==> src/include/mac_fc_consts.svh <==
`ifndef MAC_FC_CONSTS_SVH
`define MAC_FC_CONSTS_SVH
// Contract
// - Inverse bit flips destination match outcome
// - Promiscuous forwards all, clears filter fails
// - Access addresses PHY 0-31 and register
// - Management clock divides system clock 42/26
// - Write bit sends data, else reads
// - Busy set by software, cleared on completion
// - Data register holds 16 management bits
// - Pause quanta field goes into pause frame
// - Retransmit pause at quanta minus threshold if receive FIFO above on or full
// - Slot time equals 512 bit times
// - Reserved multicast always, station optionally
// - Receive flow enable honours pause frames
// - Transmit flow enable gates pause, backpressure
// - Flow busy set, held, cleared after send in full duplex
// - Half duplex busy jams new frames
// - Transmit controller state encodes four states
// - Receive fill status encodes four levels
// - Low-power transitions set event, read clears
// - Wake frames set event, status read clears
// - Pause needs type 8808, opcode 0001

// ----------------------------------------
// Register byte addresses
// ----------------------------------------
`define REG_FILTER 16'h1004
`define REG_MGMT_ADDR 16'h1010
`define REG_MGMT_DATA 16'h1014
`define REG_FLOW 16'h1018
`define REG_DEBUG 16'h1024
`define REG_PM_STATUS 16'h102c
`define REG_LPI_CTRL 16'h1030
`define REG_EVENT 16'h1038

// ----------------------------------------
// Field positions
// ----------------------------------------
`define FILT_PROM_BIT 0
`define FILT_INV_BIT 3
`define LPI_EN_BIT 16
`define PM_MAGIC_BIT 5
`define PM_WAKE_BIT 6
`define EVT_WAKE_BIT 3
`define EVT_LPI_BIT 10

// ----------------------------------------
// Timing and protocol values
// ----------------------------------------
`define SYS_MHZ 25
`define MDC_DIV ((`SYS_MHZ >= 60) ? 42 : 26)
`define MDC_HALF (`MDC_DIV / 2)
`define SLOT_BITS 512
`define MGMT_BITS 64
`define MGMT_DRIVE_RD 46
`define MGMT_DATA_FIRST 48
`define THR_CODE0 9'd4
`define THR_CODE1 9'd28
`define THR_CODE2 9'd144
`define THR_CODE3 9'd256
`define PAUSE_TYPE 16'h8808
`define PAUSE_OPCODE 16'h0001
`define RESP_OKAY 2'b00
`define RESP_SLVERR 2'b10
`endif

==> src/include/mac_fc_pkg.sv <==
package mac_fc_pkg;
  typedef enum logic [1:0] {MG_IDLE = 2'b01, MG_SHIFT = 2'b10} mgmt_state_t;
  typedef enum logic [1:0] {
    TXC_IDLE = 2'b00, TXC_WAIT = 2'b01, TXC_PAUSE = 2'b10, TXC_XFER = 2'b11
  } tx_ctrl_state_t;
  typedef enum logic [1:0] {
    FILL_EMPTY = 2'b00, FILL_BELOW = 2'b01, FILL_ABOVE = 2'b10, FILL_FULL = 2'b11
  } fill_level_t;
  typedef struct packed {
    logic [15:0] pause_quanta;
    logic [9:0] unused;
    logic [1:0] pause_low_threshold;
    logic unicast_pause_detect;
    logic rx_flow_ctrl_enable;
    logic tx_flow_ctrl_enable;
    logic pause_request_busy;
  } flow_reg_t;
  typedef struct packed {
    logic [15:0] unused;
    logic [4:0] phy_select;
    logic [4:0] phy_register_select;
    logic [3:0] mgmt_clock_range;
    logic mgmt_write_select;
    logic mgmt_busy_flag;
  } mgmt_addr_t;
endpackage

==> src/hdl/mac_flow_mgmt_status_ctrl.sv <==
`include "mac_fc_consts.svh"
module mac_flow_mgmt_status_ctrl (
  input wire logic CLK_SYS,
  input wire logic RSTN,
  input wire logic [15:0] S_AXI_AWADDR,
  input wire logic S_AXI_AWVALID,
  output logic S_AXI_AWREADY,
  input wire logic [31:0] S_AXI_WDATA,
  input wire logic [3:0] S_AXI_WSTRB,
  input wire logic S_AXI_WVALID,
  output logic S_AXI_WREADY,
  output logic [1:0] S_AXI_BRESP,
  output logic S_AXI_BVALID,
  input wire logic S_AXI_BREADY,
  input wire logic [15:0] S_AXI_ARADDR,
  input wire logic S_AXI_ARVALID,
  output logic S_AXI_ARREADY,
  output logic [31:0] S_AXI_RDATA,
  output logic [1:0] S_AXI_RRESP,
  output logic S_AXI_RVALID,
  input wire logic S_AXI_RREADY,
  output logic MDC,
  input wire logic MDIO_I,
  output logic MDIO_O,
  output logic MDIO_OE_N,
  input wire logic FULL_DUPLEX,
  input wire logic BIT_TICK,
  input wire logic RX_DONE,
  input wire logic RX_DA_MATCH,
  input wire logic RX_SA_FAIL_IN,
  input wire logic RX_DA_RESERVED,
  input wire logic RX_DA_STATION0,
  input wire logic [15:0] RX_TYPE,
  input wire logic [15:0] RX_OPCODE,
  input wire logic [15:0] RX_PAUSE_VAL,
  output logic RX_ACCEPT,
  output logic RX_DA_FAIL,
  output logic RX_SA_FAIL,
  input wire logic RX_FRAME_START,
  output logic JAM_REQ,
  output logic BACKPRESSURE,
  output logic TX_HALT,
  output logic TX_PAUSE_REQ,
  output logic [15:0] TX_PAUSE_QUANTA,
  input wire logic TX_PAUSE_SENT,
  input wire logic TX_XFER,
  input wire logic TX_WAIT,
  input wire logic [1:0] TX_FIFO_RD_STATE,
  input wire logic [1:0] RX_FIFO_RD_STATE,
  input wire logic RX_FIFO_EMPTY,
  input wire logic RX_FIFO_ABOVE_ON,
  input wire logic RX_FIFO_FULL,
  input wire logic TX_LPI,
  input wire logic RX_LPI,
  input wire logic POWER_DOWN,
  input wire logic MAGIC_RX,
  input wire logic WAKEUP_RX,
  output logic WAKE_EVENT,
  output logic LPI_EVENT
);
  localparam int HALF_M1 = `MDC_HALF - 1;

  // ----------------------------------------
  // Bus slave
  // ----------------------------------------
  logic wr_fire, rd_fire, wr_mapped, rd_mapped;
  logic [31:0] wmask, rd_mux;
  logic filt_wr, mga_wr, mgd_wr, flow_wr, lpi_wr, rd_lpi, rd_pm;
  assign wr_fire = S_AXI_AWVALID && S_AXI_WVALID && !S_AXI_BVALID;
  assign S_AXI_AWREADY = wr_fire;
  assign S_AXI_WREADY = wr_fire;
  assign S_AXI_ARREADY = !S_AXI_RVALID;
  assign rd_fire = S_AXI_ARVALID && !S_AXI_RVALID;
  assign wmask = {{8{S_AXI_WSTRB[3]}}, {8{S_AXI_WSTRB[2]}},
                  {8{S_AXI_WSTRB[1]}}, {8{S_AXI_WSTRB[0]}}};
  assign filt_wr = wr_fire && S_AXI_AWADDR == `REG_FILTER;
  assign mga_wr = wr_fire && S_AXI_AWADDR == `REG_MGMT_ADDR;
  assign mgd_wr = wr_fire && S_AXI_AWADDR == `REG_MGMT_DATA;
  assign flow_wr = wr_fire && S_AXI_AWADDR == `REG_FLOW;
  assign lpi_wr = wr_fire && S_AXI_AWADDR == `REG_LPI_CTRL;
  assign rd_lpi = rd_fire && S_AXI_ARADDR == `REG_LPI_CTRL;
  assign rd_pm = rd_fire && S_AXI_ARADDR == `REG_PM_STATUS;
  assign wr_mapped = filt_wr || mga_wr || mgd_wr || flow_wr || lpi_wr;

  always_ff @(posedge CLK_SYS) begin
    if (!RSTN) begin
      S_AXI_BVALID <= 1'b0;
      S_AXI_BRESP <= `RESP_OKAY;
    end else if (wr_fire) begin
      S_AXI_BVALID <= 1'b1;
      S_AXI_BRESP <= wr_mapped ? `RESP_OKAY : `RESP_SLVERR;
    end else if (S_AXI_BREADY) begin
      S_AXI_BVALID <= 1'b0;
    end
  end

  // ----------------------------------------
  // Registers
  // ----------------------------------------
  logic prom, inv_filter, lpi_en;
  logic [15:0] mgmt_data, rd_shift;
  mac_fc_pkg::mgmt_addr_t mga, mga_new;
  mac_fc_pkg::flow_reg_t flow, flow_new;
  mac_fc_pkg::mgmt_state_t mstate;
  logic mgmt_done, pause_done, pause_pend, retransmit;
  assign mga_new = (mga & ~wmask) | (S_AXI_WDATA & wmask);
  assign flow_new = (flow & ~wmask) | (S_AXI_WDATA & wmask);

  always_ff @(posedge CLK_SYS) begin
    if (!RSTN) begin
      prom <= 1'b0;
      inv_filter <= 1'b0;
      lpi_en <= 1'b0;
    end else begin
      if (filt_wr && S_AXI_WSTRB[0]) begin
        prom <= S_AXI_WDATA[`FILT_PROM_BIT];
        inv_filter <= S_AXI_WDATA[`FILT_INV_BIT];
      end
      if (lpi_wr && S_AXI_WSTRB[2]) begin
        lpi_en <= S_AXI_WDATA[`LPI_EN_BIT];
      end
    end
  end

  always_ff @(posedge CLK_SYS) begin
    if (!RSTN) begin
      mga <= '0;
    end else if (mga_wr && !mga.mgmt_busy_flag) begin
      mga <= mga_new;
    end else if (mgmt_done) begin
      mga.mgmt_busy_flag <= 1'b0;
    end
  end

  always_ff @(posedge CLK_SYS) begin
    if (!RSTN) begin
      mgmt_data <= 16'h0000;
    end else if (mgmt_done && !mga.mgmt_write_select) begin
      mgmt_data <= rd_shift;
    end else if (mgd_wr && !mga.mgmt_busy_flag) begin
      mgmt_data <= (mgmt_data & ~wmask[15:0]) | (S_AXI_WDATA[15:0] & wmask[15:0]);
    end
  end

  // Busy self-clears only in full duplex; half duplex keeps it plain
  assign pause_done = TX_PAUSE_SENT || (!flow.tx_flow_ctrl_enable && !flow_wr);
  always_ff @(posedge CLK_SYS) begin
    if (!RSTN) begin
      flow <= '0;
    end else begin
      if (flow_wr) begin
        flow <= flow_new;
      end
      if (flow_wr && flow_new.pause_request_busy) begin
        flow.pause_request_busy <= 1'b1;
      end else if (FULL_DUPLEX) begin
        flow.pause_request_busy <= flow.pause_request_busy && !pause_done;
      end else if (flow_wr) begin
        flow.pause_request_busy <= 1'b0;
      end
    end
  end

  // ----------------------------------------
  // Event flags
  // ----------------------------------------
  logic tx_lpi_d, rx_lpi_d, pm_magic, pm_wake;
  always_ff @(posedge CLK_SYS) begin
    if (!RSTN) begin
      tx_lpi_d <= 1'b0;
      rx_lpi_d <= 1'b0;
      LPI_EVENT <= 1'b0;
      pm_magic <= 1'b0;
      pm_wake <= 1'b0;
    end else begin
      tx_lpi_d <= TX_LPI;
      rx_lpi_d <= RX_LPI;
      // entry or exit sets, read clears
      LPI_EVENT <= (lpi_en && ((TX_LPI ^ tx_lpi_d) || (RX_LPI ^ rx_lpi_d)))
                   || (LPI_EVENT && !rd_lpi);
      pm_magic <= (POWER_DOWN && MAGIC_RX) || (pm_magic && !rd_pm);
      pm_wake <= (POWER_DOWN && WAKEUP_RX) || (pm_wake && !rd_pm);
    end
  end
  assign WAKE_EVENT = pm_magic || pm_wake;

  // ----------------------------------------
  // Read path
  // ----------------------------------------
  mac_fc_pkg::tx_ctrl_state_t txc;
  mac_fc_pkg::fill_level_t fill;
  always_comb begin
    rd_mapped = 1'b1;
    rd_mux = 32'h0000_0000;
    unique case (S_AXI_ARADDR)
      `REG_FILTER: begin
        rd_mux[`FILT_PROM_BIT] = prom;
        rd_mux[`FILT_INV_BIT] = inv_filter;
      end
      `REG_MGMT_ADDR: rd_mux = mga;
      `REG_MGMT_DATA: rd_mux = {16'h0000, mgmt_data};
      `REG_FLOW: rd_mux = flow;
      `REG_DEBUG: rd_mux = {10'h000, TX_FIFO_RD_STATE, 1'b0, txc, 7'h00,
                            fill, 1'b0, RX_FIFO_RD_STATE, 5'h00};
      `REG_PM_STATUS: begin
        rd_mux[`PM_MAGIC_BIT] = pm_magic;
        rd_mux[`PM_WAKE_BIT] = pm_wake;
      end
      `REG_LPI_CTRL: begin
        rd_mux[0] = LPI_EVENT;
        rd_mux[`LPI_EN_BIT] = lpi_en;
      end
      `REG_EVENT: begin
        rd_mux[`EVT_WAKE_BIT] = WAKE_EVENT;
        rd_mux[`EVT_LPI_BIT] = LPI_EVENT;
      end
      default: rd_mapped = 1'b0;
    endcase
  end

  always_ff @(posedge CLK_SYS) begin
    if (!RSTN) begin
      S_AXI_RVALID <= 1'b0;
      S_AXI_RDATA <= 32'h0000_0000;
      S_AXI_RRESP <= `RESP_OKAY;
    end else if (rd_fire) begin
      S_AXI_RVALID <= 1'b1;
      S_AXI_RDATA <= rd_mux;
      S_AXI_RRESP <= rd_mapped ? `RESP_OKAY : `RESP_SLVERR;
    end else if (S_AXI_RREADY) begin
      S_AXI_RVALID <= 1'b0;
    end
  end

  // ----------------------------------------
  // Receive address filter
  // ----------------------------------------
  always_ff @(posedge CLK_SYS) begin
    if (!RSTN) begin
      RX_ACCEPT <= 1'b0;
      RX_DA_FAIL <= 1'b0;
      RX_SA_FAIL <= 1'b0;
    end else if (RX_DONE) begin
      if (prom) begin
        RX_ACCEPT <= 1'b1;
        RX_DA_FAIL <= 1'b0;
        RX_SA_FAIL <= 1'b0;
      end else begin
        RX_DA_FAIL <= inv_filter ? RX_DA_MATCH : !RX_DA_MATCH;
        RX_SA_FAIL <= RX_SA_FAIL_IN;
        RX_ACCEPT <= (inv_filter ? !RX_DA_MATCH : RX_DA_MATCH) && !RX_SA_FAIL_IN;
      end
    end
  end

  // ----------------------------------------
  // Pause timing
  // ----------------------------------------
  logic [8:0] bit_cnt, thr;
  logic slot_tick, rx_pause, rt_armed;
  logic [15:0] halt_cnt, rt_slots, rt_limit;
  assign slot_tick = BIT_TICK && bit_cnt == 9'(`SLOT_BITS - 1);
  always_ff @(posedge CLK_SYS) begin
    if (!RSTN) begin
      bit_cnt <= 9'h000;
    end else if (BIT_TICK) begin
      bit_cnt <= bit_cnt + 9'h001;
    end
  end

  assign rx_pause = RX_DONE && FULL_DUPLEX && flow.rx_flow_ctrl_enable
                    && RX_TYPE == `PAUSE_TYPE && RX_OPCODE == `PAUSE_OPCODE
                    && (RX_DA_RESERVED || (flow.unicast_pause_detect && RX_DA_STATION0));
  // halt transmitter for the pause time
  always_ff @(posedge CLK_SYS) begin
    if (!RSTN || !flow.rx_flow_ctrl_enable) begin
      halt_cnt <= 16'h0000;
    end else if (rx_pause) begin
      halt_cnt <= RX_PAUSE_VAL;
    end else if (slot_tick && halt_cnt != 16'h0000) begin
      halt_cnt <= halt_cnt - 16'h0001;
    end
  end
  assign TX_HALT = halt_cnt != 16'h0000;

  always_comb begin
    unique case (flow.pause_low_threshold)
      2'b00: thr = `THR_CODE0;
      2'b01: thr = `THR_CODE1;
      2'b10: thr = `THR_CODE2;
      2'b11: thr = `THR_CODE3;
    endcase
  end
  // Quanta at or below threshold retransmits at once if receive FIFO is above on or full
  assign rt_limit = (flow.pause_quanta > {7'h00, thr}) ?
                    flow.pause_quanta - {7'h00, thr} : 16'h0000;
  assign retransmit = rt_armed && rt_slots == rt_limit
                      && (RX_FIFO_ABOVE_ON || RX_FIFO_FULL);
  always_ff @(posedge CLK_SYS) begin
    if (!RSTN) begin
      rt_armed <= 1'b0;
      rt_slots <= 16'h0000;
    end else if (TX_PAUSE_SENT) begin
      rt_armed <= 1'b1;
      rt_slots <= 16'h0000;
    end else if (retransmit || rt_slots >= rt_limit) begin
      rt_armed <= 1'b0;
    end else if (slot_tick) begin
      rt_slots <= rt_slots + 16'h0001;
    end
  end

  always_ff @(posedge CLK_SYS) begin
    if (!RSTN) begin
      pause_pend <= 1'b0;
    end else if ((flow_wr && flow_new.pause_request_busy && FULL_DUPLEX) || retransmit) begin
      pause_pend <= 1'b1;
    end else if (pause_done || !FULL_DUPLEX) begin
      pause_pend <= 1'b0;
    end
  end
  assign TX_PAUSE_REQ = pause_pend && FULL_DUPLEX && flow.tx_flow_ctrl_enable;
  assign TX_PAUSE_QUANTA = flow.pause_quanta;

  assign BACKPRESSURE = !FULL_DUPLEX && flow.pause_request_busy && flow.tx_flow_ctrl_enable;
  assign JAM_REQ = BACKPRESSURE && RX_FRAME_START;

  always_comb begin
    if (TX_PAUSE_REQ) txc = mac_fc_pkg::TXC_PAUSE;
    else if (TX_XFER) txc = mac_fc_pkg::TXC_XFER;
    else if (TX_WAIT) txc = mac_fc_pkg::TXC_WAIT;
    else txc = mac_fc_pkg::TXC_IDLE;
    if (RX_FIFO_FULL) fill = mac_fc_pkg::FILL_FULL;
    else if (RX_FIFO_ABOVE_ON) fill = mac_fc_pkg::FILL_ABOVE;
    else if (RX_FIFO_EMPTY) fill = mac_fc_pkg::FILL_EMPTY;
    else fill = mac_fc_pkg::FILL_BELOW;
  end

  // ----------------------------------------
  // Management serial engine
  // ----------------------------------------
  logic [7:0] dcnt;
  logic [5:0] bitn;
  logic [63:0] shreg;
  logic start;
  assign start = mga_wr && !mga.mgmt_busy_flag && mga_new.mgmt_busy_flag;
  assign mgmt_done = mstate == mac_fc_pkg::MG_SHIFT && dcnt == 8'(HALF_M1)
                     && MDC && bitn == 6'(`MGMT_BITS - 1);
  assign MDIO_O = shreg[63];

  always_ff @(posedge CLK_SYS) begin
    if (!RSTN) begin
      mstate <= mac_fc_pkg::MG_IDLE;
      MDC <= 1'b0;
      MDIO_OE_N <= 1'b1;
      dcnt <= 8'h00;
      bitn <= 6'h00;
      shreg <= {64{1'b1}};
      rd_shift <= 16'h0000;
    end else begin
      unique case (mstate)
        mac_fc_pkg::MG_IDLE: begin
          if (start) begin
            // preamble, start, op, addresses, turnaround, data
            shreg <= {32'hffff_ffff, 2'b01,
                      mga_new.mgmt_write_select ? 2'b01 : 2'b10,
                      mga_new.phy_select, mga_new.phy_register_select,
                      mga_new.mgmt_write_select ? {2'b10, mgmt_data} : 18'h3ffff};
            mstate <= mac_fc_pkg::MG_SHIFT;
            MDIO_OE_N <= 1'b0;
            dcnt <= 8'h00;
            bitn <= 6'h00;
            MDC <= 1'b0;
          end
        end
        mac_fc_pkg::MG_SHIFT: begin
          if (dcnt == 8'(HALF_M1)) begin
            dcnt <= 8'h00;
            MDC <= !MDC;
            if (MDC) begin
              shreg <= {shreg[62:0], 1'b1};
              bitn <= bitn + 6'h01;
              MDIO_OE_N <= !(mga.mgmt_write_select
                             || bitn < 6'(`MGMT_DRIVE_RD - 1));
              if (mgmt_done) begin
                // Missing PHY still completes; read gives all ones
                mstate <= mac_fc_pkg::MG_IDLE;
                MDIO_OE_N <= 1'b1;
              end
            end else if (bitn >= 6'(`MGMT_DATA_FIRST)) begin
              rd_shift <= {rd_shift[14:0], MDIO_I};
            end
          end else begin
            dcnt <= dcnt + 8'h01;
          end
        end
      endcase
    end
  end
endmodule

==> config.mk <==
export PLATFORM = sky130hd
export DESIGN_NAME = mac_flow_mgmt_status_ctrl
export DESIGN_NICKNAME = d
export VERILOG_FILES = /design/src/include/mac_fc_pkg.sv /design/src/hdl/mac_flow_mgmt_status_ctrl.sv
export VERILOG_INCLUDE_DIRS = /design/src /design/src/include
export SDC_FILE = /design/constraint.sdc
export NUM_CORES = 1
export LEC_CHECK = 0
export ABC_AREA = 1
export BUFFER_PORTS_ARGS = -buffer_cell sky130_fd_sc_hd__buf_2
export CAP_MARGIN = 25
export CORE_AREA = 5 5 191 138
export CTS_BUF_LIST = sky130_fd_sc_hd__clkbuf_4 sky130_fd_sc_hd__clkbuf_8 sky130_fd_sc_hd__clkbuf_16
export DETAILED_ROUTE_END_ITERATION = 10
export DIE_AREA = 0 0 196 143
export GPL_TIMING_DRIVEN = 0
export PLACE_DENSITY = 0.83
export SYNTH_ARGS = -nofsm -noshare
export SYNTH_HDL_FRONTEND = slang
export SYNTH_SLANG_ARGS = --single-unit
==> constraint.sdc <==
create_clock -name CLK_SYS -period 7.85 [get_ports CLK_SYS]
set_input_delay 0 -clock CLK_SYS [delete_from_list [all_inputs] [get_ports CLK_SYS]]
set_output_delay 0 -clock CLK_SYS [all_outputs]
set_load 0.05 [all_outputs]
; ---- Yosys cells after proc, flatten, opt, wreduce, memory -nomap -nowiden
; Index checks and enable logic that the tools add are counted.
[word_totals]
wordCells = 258
out_inout_bits = 69
n_memories = 0
regBits = 270
inputBits = 147
ramBits = 0
latchBits = 0
mem_bits_ro = 0
[op_classes]
add_sub_neg = 6
magnitude_cmp = 4
n_div = 0
reduce_logical = 95
n_mul = 0
bitwise = 15
muxes = 68
n_shift = 0
n_eq_ne = 28
[op_table]
columns = operator, n
row1 = $eq A16 B13 Y1 const B, 13
row2 = $mux W64, 3
row3 = $pmux W64 S2, 1
row4 = $and A32 B32 Y32, 3
row5 = $mux W16, 5
row6 = $or A32 B32 Y32, 2
row7 = $logic_and A1 B1 Y1, 45
row8 = $pmux W15 S3, 1
row9 = $pmux W9 S4, 1
row10 = $and A16 B16 Y16, 2
row11 = $not A32 Y32, 1
row12 = $mux W1, 26
row13 = $mux W2, 11
row14 = $mux W6, 3
row15 = $logic_or A1 B1 Y1, 17
row16 = $mux W17, 1
row17 = $add A16 B1 Y16 const B, 1
row18 = $eq A16 B1 Y1 const B, 1
row19 = $eq A16 B16 Y1, 1
row20 = $eq A16 B16 Y1 const B, 1
row21 = $ge A16 B16 Y1, 1
row22 = $gt A16 B9 Y1, 1
row23 = $logic_not A1 Y1, 16
row24 = $mux W8, 2
row25 = 38 further kinds, 57

; ---- Depth between registers and ports, before layout
; Gate-level depths: netlist of run 1.
[logic_depth]
word_depth = 10
ltp_mapped = 27
depth_no_buf = 26

; ---- Worst setup path after synthesis of run 1
; OpenSTA, ideal clock, no wires.
[synth_timing]
path_type = flip-flop to flip-flop
from = register (tool-made name)
to = register rt_slots[10]
synth_period_minus_slack_ns = 3.770
path_buffers = 2
arrival_ns = 3.654
stages_incl_launch_ff = 25
t_required_ns = 7.734
path_slack_ns = 4.080
cell_sequence = dfxtp_1 -> inv_1 -> ha_1 -> or2_2 -> ha_1 -> fa_1 -> inv_1 -> nand2_1 -> nand2_1 -> a21oi_1 -> o211ai_1 -> nand2_1 -> inv_1 -> buf_2 -> nand3_1 -> ha_1 -> a21oi_1 -> nor2_1 -> nor2_1 -> nand2_1 -> nand2_1 -> buf_1 -> nand3_1 -> o21ai_0 -> nor2_1
[synth_lines]
columns = element, line
row1 = end signal: assignment, mac_flow_mgmt_status_ctrl.sv:309  ; rt_slots <= rt_slots + 16'h0001;
row2 = end: declaration, mac_flow_mgmt_status_ctrl.sv:261  ; logic [15:0] halt_cnt, rt_slots, rt_limit;

==> results of run 1 <==
-- worst max-delay path, stage by stage (launching register included) --
cell,delay (ns)
dfxtp_1,0.42
inv_1,0.14
ha_1,0.22
or2_2,0.29
ha_1,0.21
fa_1,0.38
inv_1,0.06
nand2_1,0.08
nand2_1,0.09
a21oi_1,0.11
o211ai_1,0.17
nand2_1,0.12
inv_1,0.13
buf_2,0.22
nand3_1,0.14
ha_1,0.30
nand2_1,0.08
nor2_1,0.06
and2_1,0.15
nand2_1,0.07
nand3_1,0.10
a21oi_1,0.53
nand3_1,0.14
nand2_1,0.10
nor2_1,0.04
-- cell families (layout without fill, tap and decap cells) --
family          count (synthesis)  count (layout)  share of synthesized area
simple gates                 1129            1129                     0.3491
compound gates                366             366                     0.1341
buf+inv                       344             695                     0.1038
flops                         268             268                     0.3740
fa+ha+maj                      34              34                    0.03018
xor+xnor                       14              14                   0.008549
other cells                     1               5                  0.0002614
-- power groups by stage --
stage	combinational, mW	clock (mW)	sequential [mW]
final	0.234	1.34	1.37
after global routing	0.247	1.40	1.37
after global placement	0.182	0	1.40
after floorplan	0.0834	0	1.41
after detailed placement	0.186	0	1.40
after CTS	0.221	1.33	1.37
-- worst paths after layout --
path	slack (ns)	endpoint	cells past startpoint
min	0.02	mga[7]	4
max	3.37	rt_slots[12]	24
max reg2reg	3.37	rt_slots[12]	24
min reg2reg	0.45	MDIO_OE_N	2
-- metrics by stage --
step	power, mW	util
after global placement	1.583	0.6514
after floorplan	1.497	-
after global routing	3.019	0.7269
final	2.942	0.7272
after detailed placement	1.587	0.6514
after CTS	2.926	0.7268
-- metal layers --
metal,routed length (um),up-vias,part of all wire,global-route usage
met5,13,-,0.00026,0
met4,1768,2,0.035,0.1017
met3,6742,149,0.13,0.07783
met2,21180,1059,0.42,0.5311
met1,20420,7434,0.41,0.4839
li1,-,7674,-,-
-- cell type report --
| class | instances | area, sq um | share of cell area |
|---|---|---|---|
| clock inverters | 14 | 138.9 | 0.007872 |
| multi-input cells | 1545 | 7493 | 0.4247 |
| plain buffers | 117 | 636.9 | 0.03610 |
| clock buffers | 36 | 780.7 | 0.04425 |
| well taps | 325 | 406.6 | 0.02305 |
| inverters | 227 | 852.1 | 0.04829 |
| flip-flops and latches | 268 | 5365 | 0.3041 |
| repair buffers | 301 | 1962 | 0.1112 |
| diodes | 3 | 7.507 | 0.0004255 |
-- placed cells by master, fill, tap and decap left out, types with 3 or more instances in the layout --
master         netlist  routed
dfxtp_1            268     268
o21ai_0            114     114
nand3_1            258     258
diode_2              0       3
nor2_2              12      12
nand2_1            476     476
or2_2               44      44
clkbuf_4             0       3
ha_1                33      33
buf_4               21      21
nand4_1             23      23
clkbuf_8             0       6
xnor2_1              3       3
buf_1                8       8
a31oi_1             11      11
inv_2               14      14
xor2_1              11      11
a21oi_1            153     153
o22ai_1             15      15
buf_2               29     239
o21ai_1             55      55
clkbuf_16            0      27
nor3_1              22      22
clkbuf_1            48      48
inv_1              211     211
nand2_2              8       8
nand3b_1            29      29
nor2_4               6       6
dlygate4sd3_1        0      91
nor2_1             239     239
o211ai_1             8       8
buf_6               11      11
clkinv_2             0       9
==> impl_metrics.env, run 1 <==
export IMPL_outcome="finished clean"
export IMPL_powerDensity_nw_per_um2=166.7
export IMPL_ir_drop_mv=0.1626
export IMPL_track_usage=0.3434
export IMPL_p_sw_mw=0.7196
export IMPL_p_comb_frac=0.079
export IMPL_setup_tns_ns=0
export IMPL_hold_ws_ns=0.02320
export IMPL_cap_violations=0
export IMPL_grt_pass1_vias=14810
export IMPL_start_util=0.5912
export IMPL_wl_um=50130
export IMPL_cts_tree="built"
export IMPL_drt_iter0_drc=2450
export IMPL_grt_max_degree=15
export IMPL_layout_cells_non_filler=2836
export IMPL_overflow=0
export IMPL_min_from="S_AXI_WSTRB[0]"
export IMPL_finalClockSkew_ns=0.01632
export IMPL_clk_pin_slew_worst_paths_ns=0.07
export IMPL_fin_crit_ns=4.481
export IMPL_numCtsBuffers=27
export IMPL_ys_seq_elements=268
export IMPL_coreArea_sq_um=24260
export IMPL_synth_area_sq_um=14340
export IMPL_path_class="register to register"
export IMPL_die_y_um=143
export IMPL_post_dp_cell_area_sq_um=15810
export IMPL_hpwlAfterDp_um=36430
export IMPL_gp_congestion=1.006
export IMPL_cts_buffer_depth=3
export IMPL_fin_area_sq_um=17640
export IMPL_h_tree_depth=1
export IMPL_finalHoldViolations=0
export IMPL_synth_common_cells="nand2_1 (476), dfxtp_1 (268), nand3_1 (258)"
export IMPL_post_place_ws_ns=3.520
export IMPL_grt_pass1_wl_um=78320
export IMPL_io_pins=216
export IMPL_power_frac_clock=0.454
export IMPL_dieArea_sq_um=28030
export IMPL_dr_total_vias=16320
export IMPL_synthFlopType="dfxtp_1"
export IMPL_drive_gt1_frac=0.1643
export IMPL_netlist_area_leader_share=0.3740
export IMPL_post_cts_buffers=0
export IMPL_dpl_cell_count=2692
export IMPL_max_freq_ghz=0.2232
export IMPL_rsz0062_at_grt="false"
export IMPL_power_frac_seq=0.466
export IMPL_cts_root_buf="clkbuf_16"
export IMPL_relSlewSlack=0.3898
export IMPL_worst_slew_pin_slew_ns=0.9153
export IMPL_via_per_inst=5.754
export IMPL_yosysUniqueCellTypes=46
export IMPL_synthArstFlopShare=0
export IMPL_setup_violations=0
export IMPL_final_max_slew_viol_count=0
export IMPL_synth_most_common_cell="nand2_1"
export IMPL_insertion_delay_ns=0.55
export IMPL_yosysSeqAreaShare=0.3740
export IMPL_critical_path_arrival_ns=4.91
export IMPL_fin_crit_sh=0.5709
export IMPL_critPathLaunchType="register"
export IMPL_port_buffers=210
export IMPL_p_sw_frac=0.2446
export IMPL_avgRoutedWirePerCell_um=17.68
export IMPL_core_rowCount=48
export IMPL_ant_nets=0
export IMPL_post_cts_resize_count=0
export IMPL_syn2layout_area_growth_pct=23.00
export IMPL_die_width_um=196
export IMPL_crit_required_ns=8.28
export IMPL_hold_class="input port to register"
export IMPL_p_leak_nw=7.981
export IMPL_fin_nets=2668
export IMPL_p_int_mw=2.222
export IMPL_path_max_fanout=10
export IMPL_synth_edff_count=0
export IMPL_yosysWarnings=0
export IMPL_holdBufCountCts=91
export IMPL_synth_avg_cell_area_sq_um=6.653
export IMPL_drtPass1Iterations=8
export IMPL_drc=0
export IMPL_antenna_found_initial=2
export IMPL_yosysTopAreaCell="dfxtp_1"
export IMPL_fillers=1935
export IMPL_ys_top_cells_by_area="dfxtp_1 (37%), nand2_1 (12%), nand3_1 (9.0%), nor2_1 (6.3%), inv_1 (5.5%)"
export IMPL_syn_inst=2156
export IMPL_clock_sinks=268
export IMPL_layout_setup_ws_ns=3.369
export IMPL_end_kind="register"
Power figures use the tool's default switching activity.
==> run 2, diff against run 1 <==
--- a/config.mk
+++ b/config.mk
@@ -9,12 +9,12 @@
 export ABC_AREA = 1
 export BUFFER_PORTS_ARGS = -buffer_cell sky130_fd_sc_hd__buf_2
 export CAP_MARGIN = 25
-export CORE_AREA = 5 5 191 138
+export CORE_AREA = 5 5 205 147
 export CTS_BUF_LIST = sky130_fd_sc_hd__clkbuf_4 sky130_fd_sc_hd__clkbuf_8 sky130_fd_sc_hd__clkbuf_16
 export DETAILED_ROUTE_END_ITERATION = 10
-export DIE_AREA = 0 0 196 143
+export DIE_AREA = 0 0 210 152
 export GPL_TIMING_DRIVEN = 0
-export PLACE_DENSITY = 0.83
+export PLACE_DENSITY = 0.76
 export SYNTH_ARGS = -nofsm -noshare
 export SYNTH_HDL_FRONTEND = slang
 export SYNTH_SLANG_ARGS = --single-unit
==> constraint.sdc (replaced) <==
create_clock -name CLK_SYS -period 3.8 [get_ports CLK_SYS]
set_input_delay 0 -clock CLK_SYS [delete_from_list [all_inputs] [get_ports CLK_SYS]]
set_output_delay 0 -clock CLK_SYS [all_outputs]
set_load 0.05 [all_outputs]
==> impl_metrics.env, run 2 (synthesized netlist as in run 1, its figures left out) <==
export IMPL_outcome="finished clean"
export IMPL_cts_tree="built"
export IMPL_p_sw_mw=1.465
export IMPL_setup_violations=0
export IMPL_antenna_found_initial=3
export IMPL_fin_area_sq_um=18280
export IMPL_crit_required_ns=4.24
export IMPL_p_total_mw=6.190
export IMPL_syn2layout_area_growth_pct=27.45
export IMPL_layout_commonest_cell="nand2_1"
export IMPL_drc=0
export IMPL_post_dp_cell_area_sq_um=15870
export IMPL_fin_nets=2681
export IMPL_rsz0062_at_grt="true"
export IMPL_gp_congestion=0.9592
export IMPL_final_max_slew_viol_count=0
export IMPL_drtPass1Iterations=8
export IMPL_grt_pass1_wl_um=77690
export IMPL_hold_class="input port to register"
export IMPL_coreArea_sq_um=28240
export IMPL_fillers=2475
export IMPL_fin_crit_sh=0.9960
export IMPL_hpwlAfterDp_um=37320
export IMPL_critPathLaunchType="register"
export IMPL_layout_common_cells="nand2_1 (470), dfxtp_1 (266), nor2_1 (237), buf_2 (237), nand3_1 (234)"
export IMPL_cap_violations=0
export IMPL_path_class="register to register"
export IMPL_seq_area_sq_um=5370
export IMPL_wl_um=50240
export IMPL_finalHoldViolations=0
export IMPL_avgRoutedWirePerCell_um=17.33
export IMPL_fin_crit_ns=3.785
export IMPL_die_width_um=210
export IMPL_cts_root_buf="clkbuf_16"
export IMPL_setup_tns_ns=0
export IMPL_worstPathCellList="inv_4 -> ha_4 -> or2_4 -> ha_4 -> fa_2 -> inv_2 -> nand2_4 -> nand2_4 -> a21oi_4 -> o211ai_1 -> nand2_1 -> inv_2 -> buf_4 -> nand3_2 -> ha_4 -> a21oi_1 -> nand2_1 -> nand2_1 -> nand3_2 -> inv_4 -> buf_6 -> nand3_2 -> o21ai_1 -> nor2_1"
export IMPL_crit_family="simple AND/OR/NAND/NOR gates"
export IMPL_ir_drop_mv=0.3357
export IMPL_grt_max_degree=15
export IMPL_via_per_inst=5.504
export IMPL_insertion_delay_ns=0.56
export IMPL_path_max_fanout=5
export IMPL_critical_path_arrival_ns=4.22
export IMPL_powerDensity_nw_per_um2=338.6
export IMPL_finalClockSkew_ns=0.02295
export IMPL_clk_pin_slew_worst_paths_ns=0.07
export IMPL_p_leak_nw=8.118
export IMPL_fin_util=0.6474
export IMPL_p_int_mw=4.725
export IMPL_relSlewSlack=0.3625
export IMPL_min_from="RX_OPCODE[2]"
export IMPL_track_usage=0.2949
export IMPL_multi_input_area_sq_um=7885
export IMPL_overflow=0
export IMPL_numCtsBuffers=27
export IMPL_worst_slew_pin_slew_ns=0.9563
export IMPL_power_frac_clock=0.466
export IMPL_dieArea_sq_um=31920
export IMPL_grt_pass1_vias=14600
export IMPL_power_frac_seq=0.458
export IMPL_clock_sinks=268
export IMPL_crit_slowest_cell="dfxtp_2"
export IMPL_cts_buffer_depth=3
export IMPL_p_comb_frac=0.077
export IMPL_ant_nets=0
export IMPL_port_buffers=210
export IMPL_crit_buf_inv=6
export IMPL_die_y_um=152
export IMPL_start_util=0.5080
export IMPL_io_pins=216
export IMPL_dr_total_vias=15960
export IMPL_h_tree_depth=1
export IMPL_end_kind="register"
export IMPL_drt_iter0_drc=1712
export IMPL_max_freq_ghz=0.2642
export IMPL_drive_gt1_frac=0.1929
export IMPL_p_sw_frac=0.2367
export IMPL_core_rowCount=52
export IMPL_slowest_delay_ns=0.38
run 2: cell count changes in the layout (fill, tap and decap cells not counted), moves of 4 or more:
cell | before | now
nand3_1 | 258 | 234
nand3_2 | 1 | 21
ha_1 | 33 | 20
ha_4 | 0 | 13
buf_4 | 21 | 32
buf_6 | 11 | 18
inv_1 | 211 | 204
o21ai_0 | 114 | 107
clkinv_2 | 9 | 3
nand2_1 | 476 | 470
o21ai_1 | 55 | 60
inv_2 | 14 | 18
nand3_4 | 0 | 4
run 2: repair_timing:
| item | in CTS | in global routing |
|---|---|---|
| endpoints found under the setup margin | 18 | 18 |
| gates resized for setup | 34 | 64 |
| endpoints found under the hold margin | 126 | 0 |
| pin swaps | 7 | 29 |
| cloned | 2 | 0 |
| buffers inserted | 7 | 6 |
| hold buffers | 89 | 0 |
run 2: tightest hold or removal path, delay by kind of cell:
family | cells | cell delay, ns
and+or+nand+nor | 6 | 0.41
buffers and inverters | 2 | 0.11
run 2: worst paths after layout:
| path | cells past startpoint | endpoint | slack, ns |
|---|---|---|---|
| worst min register to register | 2 | shreg[54] | 0.45 |
| worst min-delay path | 8 | halt_cnt[13] | 0.02 |
| worst max register to register | 24 | rt_slots[11] | 0.02 |
| worst max-delay path | 24 | rt_slots[11] | 0.02 |
run 2: metal layers:
metal  vias up  share of wire  track usage
met5         -        0.00054            0
met4         4          0.029      0.07826
met3       117           0.11      0.07770
met2       796           0.42       0.4447
met1      7335           0.44       0.4201
li1       7703              -            -
run 2: cell type report:
class                      count  share of cell area
antenna                        2           0.0002738
multi-input combinational   1545              0.4313
inverter                     227             0.04702
clock buffer                  41             0.04579
buffer                       117             0.03593
sequential                   268              0.2938
clock inverter                 7            0.006844
timing repair buffer         314              0.1132
tap                          378             0.02587
run 2: power groups by stage:
stage	clock, mW	sequential (mW)	combinational, mW
2_1_floorplan	0	2.92	0.172
3_3_place_gp	0	2.90	0.384
3_5_place_dp	0	2.90	0.389
4_1_cts	2.90	2.83	0.461
5_1_grt	3.03	2.83	0.510
6_report	2.88	2.83	0.476
run 2: metrics by stage:
| step | hold slack, ns | worst slack (ns) | instances |
|---|---|---|---|
| global placement | 0.2120 | -0.5326 | 2745 |
| finish | 0.02395 | 0.01536 | 2899 |
| CTS | 0.01152 | 0.003376 | 2891 |
| global route | 0.05666 | -0.1408 | 2898 |
| detailed placement | 0.2194 | -0.6205 | 2745 |
| floorplan | 0.09416 | 0.03036 | 2157 |
